==> src/cpm_pkg.sv <==
// Constants and types shared by the clock and power mode controller
package cpm_pkg;

  localparam int CLK_HZ        = 20_000_000;
  localparam int RC_HZ         = 4_000_000;
  localparam int RC_START_NS   = 60_000;
  localparam int FLASH_WAKE_US = 100;

  // Least times round up to whole cycles
  localparam logic [12:0] RC_START_CYC =
    13'((RC_START_NS * (CLK_HZ / 1_000_000) + 999) / 1000);
  localparam logic [8:0]  FLASH_WAKE_RC = 9'(FLASH_WAKE_US * (RC_HZ / 1_000_000));

  localparam logic [12:0] SLEEP_WAKE_RC     = 13'h0004;
  localparam logic [12:0] SLEEP_WAKE_MAIN   = 13'h1000;
  localparam logic [12:0] PD_WAKE_RC        = 13'h0004;
  localparam logic [12:0] MAIN_STABLE_TICKS = 13'h1000;
  localparam logic [12:0] RST_HOLD_CYC      = 13'h0040;

  localparam logic [7:0]  PREDIV_RESET = 8'h00;
  localparam logic [14:0] MULT_RESET   = 15'h0000;
  localparam logic [7:0]  CPU_DIV_RESET = 8'h00;
  localparam logic [3:0]  USB_DIV_RESET = 4'h0;

  // Bit positions of the asynchronous input vector
  localparam int AI_RC   = 0;
  localparam int AI_MAIN = 1;
  localparam int AI_RTC  = 2;
  localparam int AI_PLL  = 3;
  localparam int AI_LOCK = 4;
  localparam int AI_OSC  = 5;
  localparam int AI_WAKE = 6;
  localparam int AI_NUM  = 7;

  typedef enum logic [1:0] {SRC_RC, SRC_MAIN, SRC_RTC} cpm_src_t;

  typedef enum logic [2:0] {
    M_RESET, M_RUN, M_IDLE, M_SLEEP, M_PDOWN, M_RCSTART, M_WAKE
  } cpm_mode_t;

  typedef struct packed {
    logic        enable;
    logic        connect;
  } cpm_pll_ctrl_t;

  typedef struct packed {
    logic [7:0]  prediv_m1;
    logic [14:0] mult_m1;
  } cpm_pll_cfg_t;

  typedef struct packed {
    logic        power;
    logic        connected;
    logic [7:0]  prediv_m1;
    logic [14:0] mult_m1;
  } cpm_pll_out_t;

endpackage : cpm_pkg

==> src/cpm_ctrl.sv <==
// Clock source, PLL control, power modes and clock gating of the controller
`timescale 1ns/1ps
// Function
// - Run from RC oscillator after every reset
// - Software selects RC, main or 32k source
// - CPU clock divided from source unless PLL connected
// - PLL input pre-divider from 1 to 256
// - PLL feedback divider from 1 to 32768
// - PLL off and bypassed after reset, power-down
// - Power-up and power-down wake run from RC
// - Main oscillator unusable until wake-up timer expires
// - Idle stops CPU until interrupt or reset
// - Sleep stops clocks, RC output off, 32k on
// - Sleep entry turns off PLL, clears CPU and USB dividers
// - Sleep ends on reset or clockless interrupt
// - Flash stays powered during sleep
// - Sleep wake after 4 RC or 4096 main
// - Power-down also powers off RC and flash
// - Power-down wake: 60 us, then 4 RC
// - Flash blocked until 100 us of RC ticks
// - Per-peripheral clock gate and divider
// - Internal reset holds until oscillator, count, flash ready
module cpm_ctrl #(
  parameter int NPER = 8
) (
  input  wire logic                    MCLK,
  input  wire logic                    RESET_N,
  input  wire logic                    RC_OSC_IN,
  input  wire logic                    MAIN_OSC_IN,
  input  wire logic                    RTC_OSC_IN,
  input  wire logic                    PLL_OSC_IN,
  input  wire logic                    PLL_LOCK_IN,
  input  wire logic                    OSC_RUNNING,
  input  wire logic                    WAKE_IRQ,
  input  wire logic                    IRQ_PENDING,
  input  wire logic                    FLASH_INIT_DONE,
  input  wire logic [1:0]              CLK_SRC_SEL,
  input  wire logic                    MAIN_OSC_EN,
  input  wire logic                    PLL_CTRL_WR,
  input  wire cpm_pkg::cpm_pll_ctrl_t  PLL_CTRL,
  input  wire logic                    PLL_CFG_WR,
  input  wire cpm_pkg::cpm_pll_cfg_t   PLL_CFG,
  input  wire logic                    CPU_DIV_WR,
  input  wire logic [7:0]              CPU_DIV,
  input  wire logic                    USB_DIV_WR,
  input  wire logic [3:0]              USB_DIV,
  input  wire logic                    IDLE_REQ,
  input  wire logic                    SLEEP_REQ,
  input  wire logic                    PDOWN_REQ,
  input  wire logic [NPER-1:0]         PCLK_ON,
  input  wire logic [NPER-1:0][1:0]    PCLK_DIV,
  output logic                         SYS_RESET_N,
  output logic                         CPU_CLK_EN,
  output logic                         USB_CLK_EN,
  output logic [NPER-1:0]              PCLK_EN,
  output logic                         PLL_REF_EN,
  output logic                         PLL_FB_EN,
  output cpm_pkg::cpm_pll_out_t        PLL_OUT,
  output logic                         RC_PWR,
  output logic                         RC_OUT_EN,
  output logic                         MAIN_OSC_PWR,
  output logic                         MAIN_OSC_STABLE,
  output logic                         RTC_OSC_RUN,
  output logic                         FLASH_PWR,
  output logic                         FLASH_READY,
  output cpm_pkg::cpm_src_t            CLK_SRC,
  output cpm_pkg::cpm_mode_t           PWR_MODE
);
  import cpm_pkg::*;

  if (NPER < 1 || NPER > 32) begin : g_chk
    $error("cpm_ctrl: NPER out of range");
  end

  typedef struct packed {
    logic [AI_NUM-1:0][2:0] sy;
    logic [AI_NUM-1:0]      lv;
    cpm_mode_t              mode;
    cpm_src_t               src;
    logic                   pll_pwr;
    logic                   conn_req;
    logic                   conn;
    logic [7:0]             prediv;
    logic [14:0]            mult;
    logic [7:0]             cpu_div;
    logic [3:0]             usb_div;
    logic                   wake_main;
    logic                   pd_wake;
    logic [12:0]            cnt;
    logic [12:0]            main_cnt;
    logic                   main_stable;
    logic [8:0]             flash_cnt;
    logic                   flash_rdy;
    logic                   sys_rst_n;
  } cpm_st_t;

  cpm_st_t st_reg;
  cpm_st_t st_next;

  logic [AI_NUM-1:0] async_in;
  logic [AI_NUM-1:0] rise;
  logic              rc_tk;
  logic              main_tk;
  logic              pll_tk;
  logic              locked;
  logic [2:0]        src_tick;
  cpm_src_t          req_src;
  logic              src_tk;
  logic              base_tk;
  logic              clk_run;
  logic              cpu_run;
  logic              pll_ok;

  assign async_in = {WAKE_IRQ, OSC_RUNNING, PLL_LOCK_IN, PLL_OSC_IN,
                     RTC_OSC_IN, MAIN_OSC_IN, RC_OSC_IN};

  // Edge once second and third stages agree
  for (genvar i = 0; i < AI_NUM; i++) begin : g_edge
    assign rise[i] = (st_reg.sy[i][1] == st_reg.sy[i][2]) && st_reg.sy[i][2]
                     && !st_reg.lv[i];
  end

  assign rc_tk   = rise[AI_RC] && RC_OUT_EN;
  assign main_tk = rise[AI_MAIN] && MAIN_OSC_PWR;
  assign pll_tk  = rise[AI_PLL] && st_reg.pll_pwr;
  assign locked  = st_reg.lv[AI_LOCK];

  assign src_tick = {rise[AI_RTC], main_tk, rc_tk};

  // Main source refused until stable
  always_comb begin
    unique case (CLK_SRC_SEL)
      2'h1:    req_src = st_reg.main_stable ? SRC_MAIN : st_reg.src;
      2'h2:    req_src = SRC_RTC;
      default: req_src = SRC_RC;
    endcase
  end

  assign clk_run = (st_reg.mode == M_RUN) || (st_reg.mode == M_IDLE);
  assign cpu_run = st_reg.mode == M_RUN;
  // Output suppressed while a source change waits for the new edge
  assign src_tk  = (req_src == st_reg.src || !clk_run) ? src_tick[st_reg.src] : 1'b0;
  assign pll_ok  = st_reg.conn_req && st_reg.pll_pwr && locked;
  assign base_tk = st_reg.conn ? pll_tk : src_tk;

  always_comb begin
    st_next = st_reg;
    for (int i = 0; i < AI_NUM; i++) begin
      st_next.sy[i] = {st_reg.sy[i][1:0], async_in[i]};
      if (st_reg.sy[i][1] == st_reg.sy[i][2]) begin
        st_next.lv[i] = st_reg.sy[i][2];
      end
    end

    // Main oscillator wake-up timer restarts whenever it is off
    if (!MAIN_OSC_PWR) begin
      st_next.main_cnt    = '0;
      st_next.main_stable = 1'b0;
    end else if (main_tk && !st_reg.main_stable) begin
      if (st_reg.main_cnt == MAIN_STABLE_TICKS - 13'h0001) begin
        st_next.main_stable = 1'b1;
      end else begin
        st_next.main_cnt = st_reg.main_cnt + 13'h0001;
      end
    end

    // Flash wake-up timer counts RC ticks
    if (!st_reg.flash_rdy && st_reg.mode != M_PDOWN && st_reg.mode != M_RCSTART
        && rc_tk) begin
      if (st_reg.flash_cnt == FLASH_WAKE_RC - 9'h001) begin
        st_next.flash_rdy = 1'b1;
      end else begin
        st_next.flash_cnt = st_reg.flash_cnt + 9'h001;
      end
    end

    if (clk_run && req_src != st_reg.src && src_tick[req_src]) begin
      st_next.src = req_src;
    end

    // PLL connection changes on a clean edge of the new clock
    if (!st_reg.conn && pll_ok && pll_tk) begin
      st_next.conn = 1'b1;
    end else if (st_reg.conn && !pll_ok && src_tick[st_reg.src]) begin
      st_next.conn = 1'b0;
    end

    if (cpu_run) begin
      if (PLL_CTRL_WR) begin
        st_next.pll_pwr  = PLL_CTRL.enable;
        st_next.conn_req = PLL_CTRL.connect;
      end
      if (PLL_CFG_WR) begin
        st_next.prediv = PLL_CFG.prediv_m1;
        st_next.mult   = PLL_CFG.mult_m1;
      end
      if (CPU_DIV_WR) begin
        st_next.cpu_div = CPU_DIV;
      end
      if (USB_DIV_WR) begin
        st_next.usb_div = USB_DIV;
      end
    end

    unique case (st_reg.mode)
      M_RESET: begin
        if (st_reg.cnt != RST_HOLD_CYC) begin
          st_next.cnt = st_reg.cnt + 13'h0001;
        end else if (st_reg.lv[AI_OSC] && FLASH_INIT_DONE) begin
          st_next.mode      = M_RUN;
          st_next.sys_rst_n = 1'b1;
        end
      end
      M_RUN: begin
        if (PDOWN_REQ || SLEEP_REQ) begin
          st_next.mode      = PDOWN_REQ ? M_PDOWN : M_SLEEP;
          st_next.pll_pwr   = 1'b0;
          st_next.conn_req  = 1'b0;
          st_next.conn      = 1'b0;
          st_next.cpu_div   = '0;
          st_next.usb_div   = '0;
          st_next.wake_main = st_reg.src == SRC_MAIN;
          st_next.pd_wake   = PDOWN_REQ;
          if (PDOWN_REQ) begin
            st_next.src       = SRC_RC;
            st_next.flash_rdy = 1'b0;
            st_next.flash_cnt = '0;
          end
        end else if (IDLE_REQ) begin
          st_next.mode = M_IDLE;
        end
      end
      M_IDLE: begin
        if (IRQ_PENDING || rise[AI_WAKE]) begin
          st_next.mode = M_RUN;
        end
      end
      M_SLEEP: begin
        if (rise[AI_WAKE]) begin
          st_next.mode = M_WAKE;
          st_next.cnt  = '0;
        end
      end
      M_PDOWN: begin
        if (rise[AI_WAKE]) begin
          st_next.mode = M_RCSTART;
          st_next.cnt  = '0;
        end
      end
      M_RCSTART: begin
        if (st_reg.cnt == RC_START_CYC - 13'h0001) begin
          st_next.mode = M_WAKE;
          st_next.cnt  = '0;
        end else begin
          st_next.cnt = st_reg.cnt + 13'h0001;
        end
      end
      M_WAKE: begin
        if (st_reg.pd_wake || !st_reg.wake_main) begin
          if (rc_tk) begin
            st_next.cnt = st_reg.cnt + 13'h0001;
            if (st_reg.cnt == (st_reg.pd_wake ? PD_WAKE_RC : SLEEP_WAKE_RC) - 13'h0001) begin
              st_next.mode = M_RUN;
            end
          end
        end else if (rise[AI_MAIN]) begin
          st_next.cnt = st_reg.cnt + 13'h0001;
          if (st_reg.cnt == SLEEP_WAKE_MAIN - 13'h0001) begin
            st_next.mode = M_RUN;
          end
        end
      end
    endcase
  end

  always_ff @(posedge MCLK or negedge RESET_N) begin
    if (!RESET_N) begin
      st_reg           <= '0;
      st_reg.mode      <= M_RESET;
      st_reg.src       <= SRC_RC;
      st_reg.pll_pwr   <= 1'b0;
      st_reg.prediv    <= PREDIV_RESET;
      st_reg.mult      <= MULT_RESET;
      st_reg.cpu_div   <= CPU_DIV_RESET;
      st_reg.usb_div   <= USB_DIV_RESET;
      st_reg.flash_rdy <= 1'b1;
      st_reg.sys_rst_n <= 1'b0;
    end else begin
      st_reg <= st_next;
    end
  end

  // PLL reference after pre-divider and feedback after multiplier divider
  cpm_tick_div #(.W(8)) u_prediv (
    .clk      (MCLK),
    .rst_n    (RESET_N),
    .clr      (!st_reg.pll_pwr),
    .tick_in  (src_tick[st_reg.src]),
    .div      (st_reg.prediv),
    .tick_out (PLL_REF_EN)
  );

  cpm_tick_div #(.W(15)) u_fbdiv (
    .clk      (MCLK),
    .rst_n    (RESET_N),
    .clr      (!st_reg.pll_pwr),
    .tick_in  (pll_tk),
    .div      (st_reg.mult),
    .tick_out (PLL_FB_EN)
  );

  cpm_tick_div #(.W(8)) u_cpudiv (
    .clk      (MCLK),
    .rst_n    (RESET_N),
    .clr      (!st_reg.sys_rst_n),
    .tick_in  (base_tk && cpu_run),
    .div      (st_reg.cpu_div),
    .tick_out (CPU_CLK_EN)
  );

  cpm_tick_div #(.W(4)) u_usbdiv (
    .clk      (MCLK),
    .rst_n    (RESET_N),
    .clr      (!st_reg.sys_rst_n),
    .tick_in  (pll_tk && st_reg.conn && clk_run),
    .div      (st_reg.usb_div),
    .tick_out (USB_CLK_EN)
  );

  for (genvar p = 0; p < NPER; p++) begin : g_pclk
    cpm_tick_div #(.W(2)) u_pdiv (
      .clk      (MCLK),
      .rst_n    (RESET_N),
      .clr      (!PCLK_ON[p]),
      .tick_in  (base_tk && clk_run && PCLK_ON[p]),
      .div      (PCLK_DIV[p]),
      .tick_out (PCLK_EN[p])
    );
  end

  assign SYS_RESET_N     = st_reg.sys_rst_n;
  assign PLL_OUT         = '{power:     st_reg.pll_pwr,
                             connected: st_reg.conn,
                             prediv_m1: st_reg.prediv,
                             mult_m1:   st_reg.mult};
  assign RC_PWR          = st_reg.mode != M_PDOWN;
  assign RC_OUT_EN       = st_reg.mode != M_PDOWN && st_reg.mode != M_SLEEP;
  assign MAIN_OSC_PWR    = MAIN_OSC_EN && st_reg.mode != M_PDOWN && st_reg.mode != M_SLEEP
                           && st_reg.mode != M_RCSTART;
  assign MAIN_OSC_STABLE = st_reg.main_stable;
  assign RTC_OSC_RUN     = 1'b1;
  assign FLASH_PWR       = st_reg.mode != M_PDOWN;
  assign FLASH_READY     = st_reg.flash_rdy && st_reg.mode != M_PDOWN;
  assign CLK_SRC         = st_reg.src;
  assign PWR_MODE        = st_reg.mode;

endmodule : cpm_ctrl

==> src/cpm_tick_div.sv <==
// Programmable divider of a one-cycle tick stream, divide by div+1
`timescale 1ns/1ps
module cpm_tick_div #(
  parameter int W = 8
) (
  input  wire logic         clk,
  input  wire logic         rst_n,
  input  wire logic         clr,
  input  wire logic         tick_in,
  input  wire logic [W-1:0] div,
  output logic              tick_out
);
  import cpm_pkg::*;

  if (W < 1 || W > 16) begin : g_chk
    $error("cpm_tick_div: W out of range");
  end

  typedef struct packed {
    logic [W-1:0] cnt;
    logic         out;
  } cpm_div_st_t;

  cpm_div_st_t st_reg;
  cpm_div_st_t st_next;

  always_comb begin
    st_next     = st_reg;
    st_next.out = 1'b0;
    if (clr) begin
      st_next.cnt = '0;
    end else if (tick_in) begin
      if (st_reg.cnt >= div) begin
        st_next.cnt = '0;
        st_next.out = 1'b1;
      end else begin
        st_next.cnt = st_reg.cnt + W'(1);
      end
    end
  end

  always_ff @(posedge clk or negedge rst_n) begin
    if (!rst_n) begin
      st_reg <= '0;
    end else begin
      st_reg <= st_next;
    end
  end

  assign tick_out = st_reg.out;

endmodule : cpm_tick_div

==> config.mk <==
export PLATFORM = sky130hd
export DESIGN_NAME = cpm_ctrl
export DESIGN_NICKNAME = d
export VERILOG_FILES = /design/src/cpm_pkg.sv /design/src/cpm_ctrl.sv /design/src/cpm_tick_div.sv
export SDC_FILE = /design/constraint.sdc
export NUM_CORES = 1
export LEC_CHECK = 0
export BUFFER_PORTS_ARGS = -buffer_cell sky130_fd_sc_hd__clkbuf_2
export CORE_ASPECT_RATIO = 0.7
export CORE_UTILIZATION = 45
export DETAILED_ROUTE_END_ITERATION = 8
export PLACE_DENSITY = 0.65
export RECOVER_POWER = 100
export SYNTH_ARGS = -nofsm -noshare
export SYNTH_HDL_FRONTEND = slang
export SYNTH_SLANG_ARGS = --single-unit
==> constraint.sdc <==
create_clock -name MCLK -period 2.4 [get_ports MCLK]
set_clock_uncertainty 0.1 [all_clocks]
set_input_delay 0.24 -clock MCLK [delete_from_list [all_inputs] [get_ports MCLK]]
set_output_delay 0.24 -clock MCLK [all_outputs]
set_load 0.02 [all_outputs]
==> results.toml, run 1 <==
[clocking]
cts_buffer_depth = 2
cts_buffers = 17
path_clk_slew_ns = 0.07
cts_tree = "done"
root_buffer = "clkbuf_16"
clkLatencyLatePin_ns = 0.43
cts.sinks = 174
cts-htree-levels = 4

[pwr]
powerDensity_nw_per_um2 = 538
ir_drop_v = 0.000520
leakage_nw = 5.48

[synth]
synth-edff-count = 0
syn_nets = 1165
avgSynthCellArea_um2 = 9.43
ys.flop_type = "dfrtp_1"
postSynthCellCount = 1017
synthArstFlopShare = 1.00
ys_types = 68
syn_area_um2 = 9590
ys_seq_area_frac = 0.454
yosysWarnings = 0
yosys_register_bits = 174

[min_path]
hp-start = "USB_DIV[0]"
min_to = "st_reg[40]"
hp-class = "input port to register"
holdPathStages = 3

[cells_and_area]
finish.utilization = 0.573
synthToLayoutAreaGrowth_pct = 24.4
largest_reg_flops = 64
drive_above_1_share = 0.197
instances_no_fill = 1499
nets = 1357
final_cell_mix = "171 x dfrtp_1, 108 x nand2_1, 96 x clkbuf_2"
final_common_cell = "dfrtp_1"
final_area_um2 = 11900

[sta]
worst_pin_slew_ns = 1.30
maxSlewViolCount = 0
finalHoldViolations = 0
rsz0062_at_grt = "true"
clock.fmax_mhz = 427
min_period_over_period = 0.975
fin_crit_ns = 2.34
relSlewSlack = 0.136
setup_violations = 0

[floorplanning]
die_y_um = 124
fp.dieW_um = 176
rows = 44
start_util = 0.461
die_area_um2 = 21900
io_pins = 132
core_area_um2 = 20800

[placement]
port_buffers = 130
globalplace.congestion = 0.843
placed_cells = 1399
placed_area_um2 = 10600
place_hpwl_mm = 15.6

[setup_path]
reg2reg_from = "st_next[92]"
crit_type = "register to register"
rr_worst_depth = 10
reg2reg_slack_ns = 0.06
r2r-end = "g_pclk[7].u_pdiv.st_reg[2]"
crit_arrival_ns = 2.59
crit_required_ns = 2.65
crit_path_max_fanout = 40
start_kind = "register"
crit_path_end_kind = "register"

[global_route]
antenna_found_initial = 1
grt_pass1_wl_mm = 36.4
grt.overflow.total = 0
grt_pass1_vias = 7229
grt_max_degree = 59
grt.total_usage = 0.210

[routing]
postRouteWirelength_mm = 22.3
vias_per_cell = 5.20
wl_per_cell_um = 14.9
via_count = 7801
dr.first_iter.drc_count = 515
first_pass_iters = 5
route.antenna.remaining_nets = 0
drc = 0

[flow_run]
drv_cap = 0

[outcome]
status = "completed"
per-stage QoR:
step	hold WS, ns	power [W]	setup WS [ns]	TNS, ns
global route	0.0432	0.00665	-0.0432	-0.377
finish	0.0282	0.00641	0.0593	0
detailed placement	0.128	0.00331	0.00907	0
CTS	0.0149	0.00647	0.00692	0
global placement	0.129	0.00331	0.0791	0
floorplan	-0.156	0.00313	0.0732	0
critical path, cell delays in order, from the launching register on:
cell and delay (ns):
dfrtp_1 0.37, ha_1 0.17, nor3b_2 0.16, a21oi_1 0.06
o31a_1 0.38, buf_4 0.17, nor4_2 0.18, nor2_2 0.08
buf_12 0.17, o31a_1 0.25, o21ai_0 0.14
cell families (layout without fill, tap and decap cells):
| kind of cell | count (synthesis) | after routing | share of synthesized area |
|---|---|---|---|
| compound gates | 209 | 210 | 0.138 |
| xor+xnor | 18 | 18 | 0.0164 |
| fa+ha+maj | 68 | 68 | 0.0882 |
| buf+inv | 144 | 348 | 0.0740 |
| flops | 174 | 174 | 0.454 |
| mux | 23 | 23 | 0.0255 |
| other cells | 1 | 2 | 0.000391 |
| simple gates | 380 | 380 | 0.203 |
synth_stat cells, types with 6 or more instances:
library cell  count  area share
o21a_1            6      0.0047
o21ai_0          73       0.038
buf_4            43       0.034
nor2_1           58       0.023
o31ai_1          13       0.010
buf_2             6      0.0031
a21oi_1          46       0.024
nand2b_1         19       0.012
or3_1             8      0.0052
clkbuf_1         20      0.0078
a32o_1            7      0.0073
nand2_1         109       0.043
nand4_1          11      0.0072
and2_1           12      0.0078
nor3_1           15      0.0078
a21o_1           12      0.0094
mux2_2            7      0.0082
nor3b_1          15       0.012
and3_1           23       0.015
o31a_1            9      0.0082
ha_1             66       0.086
nor4_1            6      0.0039
inv_1            72       0.028
nor2b_1          16       0.010
a31oi_1          13      0.0085
xor2_1            6      0.0055
dfrtp_1         173        0.45
mux2i_1          15       0.016
xnor2_1          12       0.011
nand3_1          60       0.031
metal layers:
layer / vias up / track usage / part of all wire
met3: 14 / 0.0452 / 0.053
met2: 196 / 0.307 / 0.42
li1: 3903 / - / -
met5: - / 0 / 0
met4: 0 / 0.0463 / 0.0084
met1: 3688 / 0.316 / 0.52
repair_timing:
item / 4_1_cts / 5_1_grt
pin swaps: 0 / 25
buffers inserted: 0 / 13
gates resized for setup: 2 / 40
hold buffers: 53 / 0
endpoints found under the hold margin: 114 / 0
endpoints found under the setup margin: 4 / 45
gates cloned: 0 / 1
worst max path at each step:
stage                       startpoint                    endpoint  slack (ns)  cells past startpoint
detailed placement  u_prediv.st_reg[1]          u_prediv.st_reg[4]       0.009                      9
finish                     st_next[92]  g_pclk[7].u_pdiv.st_reg[2]        0.06                     10
CTS                 u_prediv.st_reg[1]          u_prediv.st_reg[4]       0.007                      9
floorplan           u_fbdiv.st_reg[13]           u_fbdiv.st_reg[8]        0.07                      8
global route               st_next[95]  g_pclk[4].u_pdiv.st_reg[2]       -0.04                     10
global placement    u_prediv.st_reg[1]          u_prediv.st_reg[4]        0.08                      9
where the power goes:
group / total [W] / switching [W] / internal [W]
clock network: 0.00309 / 0.00121 / 0.00188
logic: 0.000335 / 0.000165 / 0.000170
registers: 0.00299 / 0.0000234 / 0.00297
total: 0.00641 / 0.00139 / 0.00502
final cells by class:
| cell class | count | area [um^2] |
|---|---|---|
| timing repair buffer | 243 | 1630 |
| clock buffer | 18 | 439 |
| inverter | 73 | 274 |
| antenna | 1 | 2.50 |
| tap | 276 | 345 |
| clock inverter | 14 | 214 |
| sequential | 174 | 4360 |
| fill | 1833 | 8880 |
| multi-input combinational | 700 | 4670 |
No activity file was read; power rests on OpenSTA's default activity.
==> run 2: changes to the inputs <==
--- a/config.mk
+++ b/config.mk
@@ -11,6 +11,7 @@
 export DETAILED_ROUTE_END_ITERATION = 8
 export PLACE_DENSITY = 0.65
 export RECOVER_POWER = 100
+export REMOVE_ABC_BUFFERS = 1
 export SYNTH_ARGS = -nofsm -noshare
 export SYNTH_HDL_FRONTEND = slang
 export SYNTH_SLANG_ARGS = --single-unit
==> run 2 against run 1 <==
  * The run now ends with max-capacitance violations, max-slew violations left
  * Hold slack improved by 0.025 ns
  * Maximum frequency is 2.4% lower
  * Wire length fell by 3.7%
  * Highest routed layer unchanged
  * Final cell count is the same
  * Sequential power hardly changed
  * Critical path depth is 3 lower
  * Non-clock buffer count grew 1
==> results.toml, run 2 (same netlist as run 1, synthesis figures left out) <==
[sta]
worst_pin_slew_ns = 1.58
clock.fmax_mhz = 417
maxSlewViolCount = 59
fin_crit_ns = 2.40
rsz0062_at_grt = "true"
setup_violations = 0
finalHoldViolations = 0
setup_tns_ns = 0
min_period_over_period = 0.999
relSlewSlack = -0.0510

[floorplanning]
core_area_um2 = 20800
fp.dieW_um = 176
io_pins = 132
die_y_um = 124
start_util = 0.461
die_area_um2 = 21900
rows = 44

[routing]
dr.first_iter.drc_count = 530
drc = 0
route.antenna.remaining_nets = 0
vias_per_cell = 5.20
wl_per_cell_um = 14.3
via_count = 7799
postRouteWirelength_mm = 21.4
first_pass_iters = 5

[cells_and_area]
fill_cells = 1882
nets = 1357
synthToLayoutAreaGrowth_pct = 24.3
largest_reg_flops = 64
instances_no_fill = 1499
final_cell_mix = "170 x dfrtp_1, 109 x nand2_1, 90 x clkbuf_2"
final_common_cell = "dfrtp_1"
drive_above_1_share = 0.191

[global_route]
grt_max_degree = 61
grt_pass1_wl_mm = 35.2
antenna_found_initial = 1
grt.total_usage = 0.203
grt.overflow.total = 0
busiest_layer = "met2"
grt.met1_usage = 0.288
grtUsageMet2 = 0.313
use_met3 = 0.0433
grt_pass1_vias = 7373

[setup_path]
start_kind = "register"
crit_arrival_ns = 2.62
crit_path_max_fanout = 2
crit_path_end_kind = "register"
crit_required_ns = 2.62
reg2reg_slack_ns = 0.002
crit_type = "register to register"

[placement]
place_hpwl_mm = 14.9
port_buffers = 130
globalplace.congestion = 0.844
placed_cells = 1393

[pwr]
leakage_nw = 5.46
ir_drop_v = 0.000441
powerDensity_nw_per_um2 = 508

[outcome]
status = "complete, but fails checks"
violations = "max-capacitance violations, max-slew violations"

[clocking]
cts_tree = "done"
clkLatencyLatePin_ns = 0.44
cts_buffer_depth = 2
cts.sinks = 174
root_buffer = "clkbuf_16"
cts_buffers = 17
cts-htree-levels = 4
path_clk_slew_ns = 0.06

[min_path]
hp-class = "input port to register"

[flow_run]
drv_cap = 1
[run 2: cell types whose count changed in the layout (fill, tap and decap cells not counted), sizes merged]
cell | previous run | this run
bufinv | 5 | 1
inv | 74 | 72
dlygate4sd3 | 53 | 55
clkbuf | 150 | 155
clkinv | 5 | 6
clkinvlp | 3 | 2
a21o | 14 | 13
[run 2: per-stage QoR]
| stage | setup WS [ns] | utilization | total power, W | cell area [um^2] | hold slack [ns] |
|---|---|---|---|---|---|
| floorplan | -1.13 | - | 0.00313 | 9150 | -0.156 |
| global placement | 0.0399 | 0.506 | 0.00331 | 10500 | 0.163 |
| detailed placement | -0.0235 | 0.506 | 0.00332 | 10500 | 0.162 |
| CTS | 0.0105 | 0.561 | 0.00614 | 11700 | 0.0273 |
| global route | -0.0580 | 0.572 | 0.00628 | 11900 | 0.0636 |
| finish | 0.00171 | 0.572 | 0.00605 | 11900 | 0.0527 |
[run 2: area by class of cell]
type	count	area, um^2	share of cell area
clock buffers	24	502	0.0421
repair buffers	244	1670	0.140
clock inverters	8	81.3	0.00683
diodes	1	2.50	0.000210
well taps	276	345	0.0290
multi-input cells	699	4680	0.393
inverters	73	274	0.0230
flip-flops and latches	174	4360	0.366
[run 2: what timing repair did]
item                                    4_1_cts  5_1_grt
pin swaps                                     0       23
buffers inserted                              0       18
resized for setup                             4       46
hold buffers                                 55        0
endpoints found under the setup margin        8       39
hold endpoints to repair                    123        0
[run 2: path summary, 6_finish.rpt]
check,startpoint,to,cells after the start
setup / recovery,st_reg[29],PWR_MODE[0],7
hold / removal,PLL_CTRL_WR,st_reg[76],4
setup reg to reg,st_reg[29],PWR_MODE[0],7
hold reg to reg,st_next[91],st_next[92],0
max in group asynchronous,RESET_N,st_reg[34],3
min in group asynchronous,RESET_N,PLL_OUT[17],2
[run 2: where the power goes]
part | switching [W] | internal, W
Sequential | 0.0000222 | 0.00297
Clock | 0.00116 | 0.00157
Combinational | 0.000165 | 0.000174
Total | 0.00134 | 0.00471
[run 2: metal layers]
layer	vias up	wire length, um	part of all wire
met2	144	9400	0.44
met3	17	835	0.039
met5	-	0	0
met1	3741	11000	0.51
met4	0	212	0.0099
li1	3897	-	-
[run 2: worst max-delay path, cell delays in order, from the launching register on]
cell and delay [ns]:
dfrtp_1 0.38, or4_4 0.56, or3_4 0.37, nor3_4 0.21, buf_4 0.15, o22a_1 0.17, o21ai_2 0.07, mux2_4 0.28
==> run 3: changes to the inputs <==
--- a/config.mk
+++ b/config.mk
@@ -9,6 +9,7 @@
 export CORE_ASPECT_RATIO = 0.7
 export CORE_UTILIZATION = 45
 export DETAILED_ROUTE_END_ITERATION = 8
+export GPL_TIMING_DRIVEN = 0
 export PLACE_DENSITY = 0.65
 export RECOVER_POWER = 100
 export REMOVE_ABC_BUFFERS = 1
==> run 3 against run 2 <==
  * The run ends with negative setup slack left
  * Maximum frequency is 4.7% lower
  * Clock-buffer cell count is 2 lower
  * Largest power group unchanged
  * Die area stayed put
  * Worst setup slack worse by 0.12 ns
  * Register-to-register slack worse by 0.12 ns
  * Non-clock buffer count is 13 lower
  * Final area is 1.5% higher
  * Sequential share of layout area is 0.50 points lower
  * Global-route usage is 0.11 points higher
==> results.toml, run 3 (same netlist as run 1, synthesis figures left out) <==
[setup_path]
reg2reg_slack_ns = -0.12
crit_family = "simple AND/OR/NAND/NOR gates"
cp_num_buf_inv = 2
crit_type = "register to register"
crit_required_ns = 2.61
crit_path_frequent_cell = "buf_6"
path_cells = "or4_4, nor4_4, a311oi_2, o31ai_4, buf_6, buf_6, or2_4, o31ai_1"
start_kind = "register"
crit_path_max_fanout = 5
critPathMaxStageDelay_ns = 0.57
crit_arrival_ns = 2.73
slowest_stage = "or4_4"
crit_path_end_kind = "register"

[outcome]
violations = "negative setup slack"
status = "complete, but fails checks"

[clocking]
path_clk_slew_ns = 0.07
cts_tree = "done"
root_buffer = "clkbuf_16"
cts_buffers = 17
clkLatencyLatePin_ns = 0.43
cts-htree-levels = 4
cts_buffer_depth = 2
cts.sinks = 174

[floorplanning]
rows = 44
core_area_um2 = 20800
fp.dieW_um = 176
die_area_um2 = 21900
io_pins = 132
die_y_um = 124
start_util = 0.461

[placement]
post-place-ws_ns = -1.11
placed_area_um2 = 10200
globalplace.congestion = 0.802
place_hpwl_mm = 13.8
port_buffers = 130

[cells_and_area]
drive_above_1_share = 0.216
fill_cells = 1853
diodes = 0
final_common_cell = "dfrtp_1"
final_area_um2 = 12100
final_cell_mix = "166 x dfrtp_1, 109 x nand2_1, 92 x clkbuf_2"
synthToLayoutAreaGrowth_pct = 26.1
largest_reg_flops = 64
nets = 1349

[routing]
dr.first_iter.drc_count = 602
wl_per_cell_um = 15.0
route.antenna.remaining_nets = 0
drc = 0
postRouteWirelength_mm = 22.3
first_pass_iters = 5
vias_per_cell = 5.21
via_count = 7770

[global_route]
grt_pass1_wl_mm = 35.3
antenna_found_initial = 0
grt.total_usage = 0.204
grt_max_degree = 111
grt.overflow.total = 0
grt_pass1_vias = 7227

[sta]
relSlewSlack = 0.188
fin_crit_ns = 2.52
worst_pin_slew_ns = 1.22
setup_tns_ns = -0.892
fin_hold_ws_ns = 0.0602
finalHoldViolations = 0
rsz0062_at_grt = "true"
maxSlewViolCount = 0
setup_violations = 13
min_period_over_period = 1.05
clock.fmax_mhz = 397
worst_slack_ns = -0.118

[pwr]
leakage_nw = 5.47
powerDensity_nw_per_um2 = 506
ir_drop_v = 0.000424
p_total_w = 0.00612

[min_path]
hp-class = "input port to register"

[flow_run]
drv_cap = 0
## run 3: cell types whose count changed in the layout (fill, tap and decap cells not counted), moves of 6 or more
cell / change
buf_4: -15
clkbuf_1: -6
o21ai_0: -12
o21ai_1: +7
o31ai_1: -6
## run 3: per-layer routing
layer  GRT usage  wire (um)  vias up
met5           0          0        -
met2       0.319      10000      150
met3      0.0418        995       16
li1            -          -     3898
met1       0.290      11100     3706
met4      0.0501        201        0
## run 3: area by class of cell
type                       count  area (um^2)  area share
sequential                   174         4360       0.361
inverter                      73          274      0.0227
timing repair buffer         231         1590       0.132
clock buffer                  22          494      0.0409
tap                          276          345      0.0286
multi-input combinational    704         4920       0.407
clock inverter                10          101     0.00838
## run 3: worst register-to-register path: stages, from the launching register on
cell	delay (ns)
dfrtp_2	0.44
or4_4	0.57
nor4_4	0.28
a311oi_2	0.18
o31ai_4	0.30
buf_6	0.16
buf_6	0.10
or2_4	0.18
o31ai_1	0.09
## run 3: what timing repair did
item	CTS	global route
hold buffers	55	0
gates cloned	2	4
pin swaps	14	28
hold endpoints to repair	130	0
gates resized for setup	32	76
buffers inserted	17	29
setup endpoints to repair	126	70
## run 3: through the flow
step	util	instances
final	0.581	1490
after global routing	0.581	1490
after CTS	0.559	1460
after detailed placement	0.491	1354
after global placement	0.488	1352
after floorplan	-	946
## run 3: final timing paths
path                                  start          end  cells past startpoint
worst max-delay path             st_reg[30]   st_reg[32]                      8
worst max register to register   st_reg[30]   st_reg[32]                      8
max in group asynchronous           RESET_N   st_reg[30]                      3
min in group asynchronous           RESET_N  PLL_OUT[17]                      2
worst min-delay path            PLL_CTRL_WR  PLL_OUT[24]                      4
worst min register to register  st_next[94]  st_next[95]                      0
## run 3: report_power, final
| group | total [W] | internal (W) | switching, W |
|---|---|---|---|
| registers | 0.00299 | 0.00297 | 0.0000226 |
| logic | 0.000331 | 0.000165 | 0.000166 |
| clock network | 0.00280 | 0.00158 | 0.00122 |
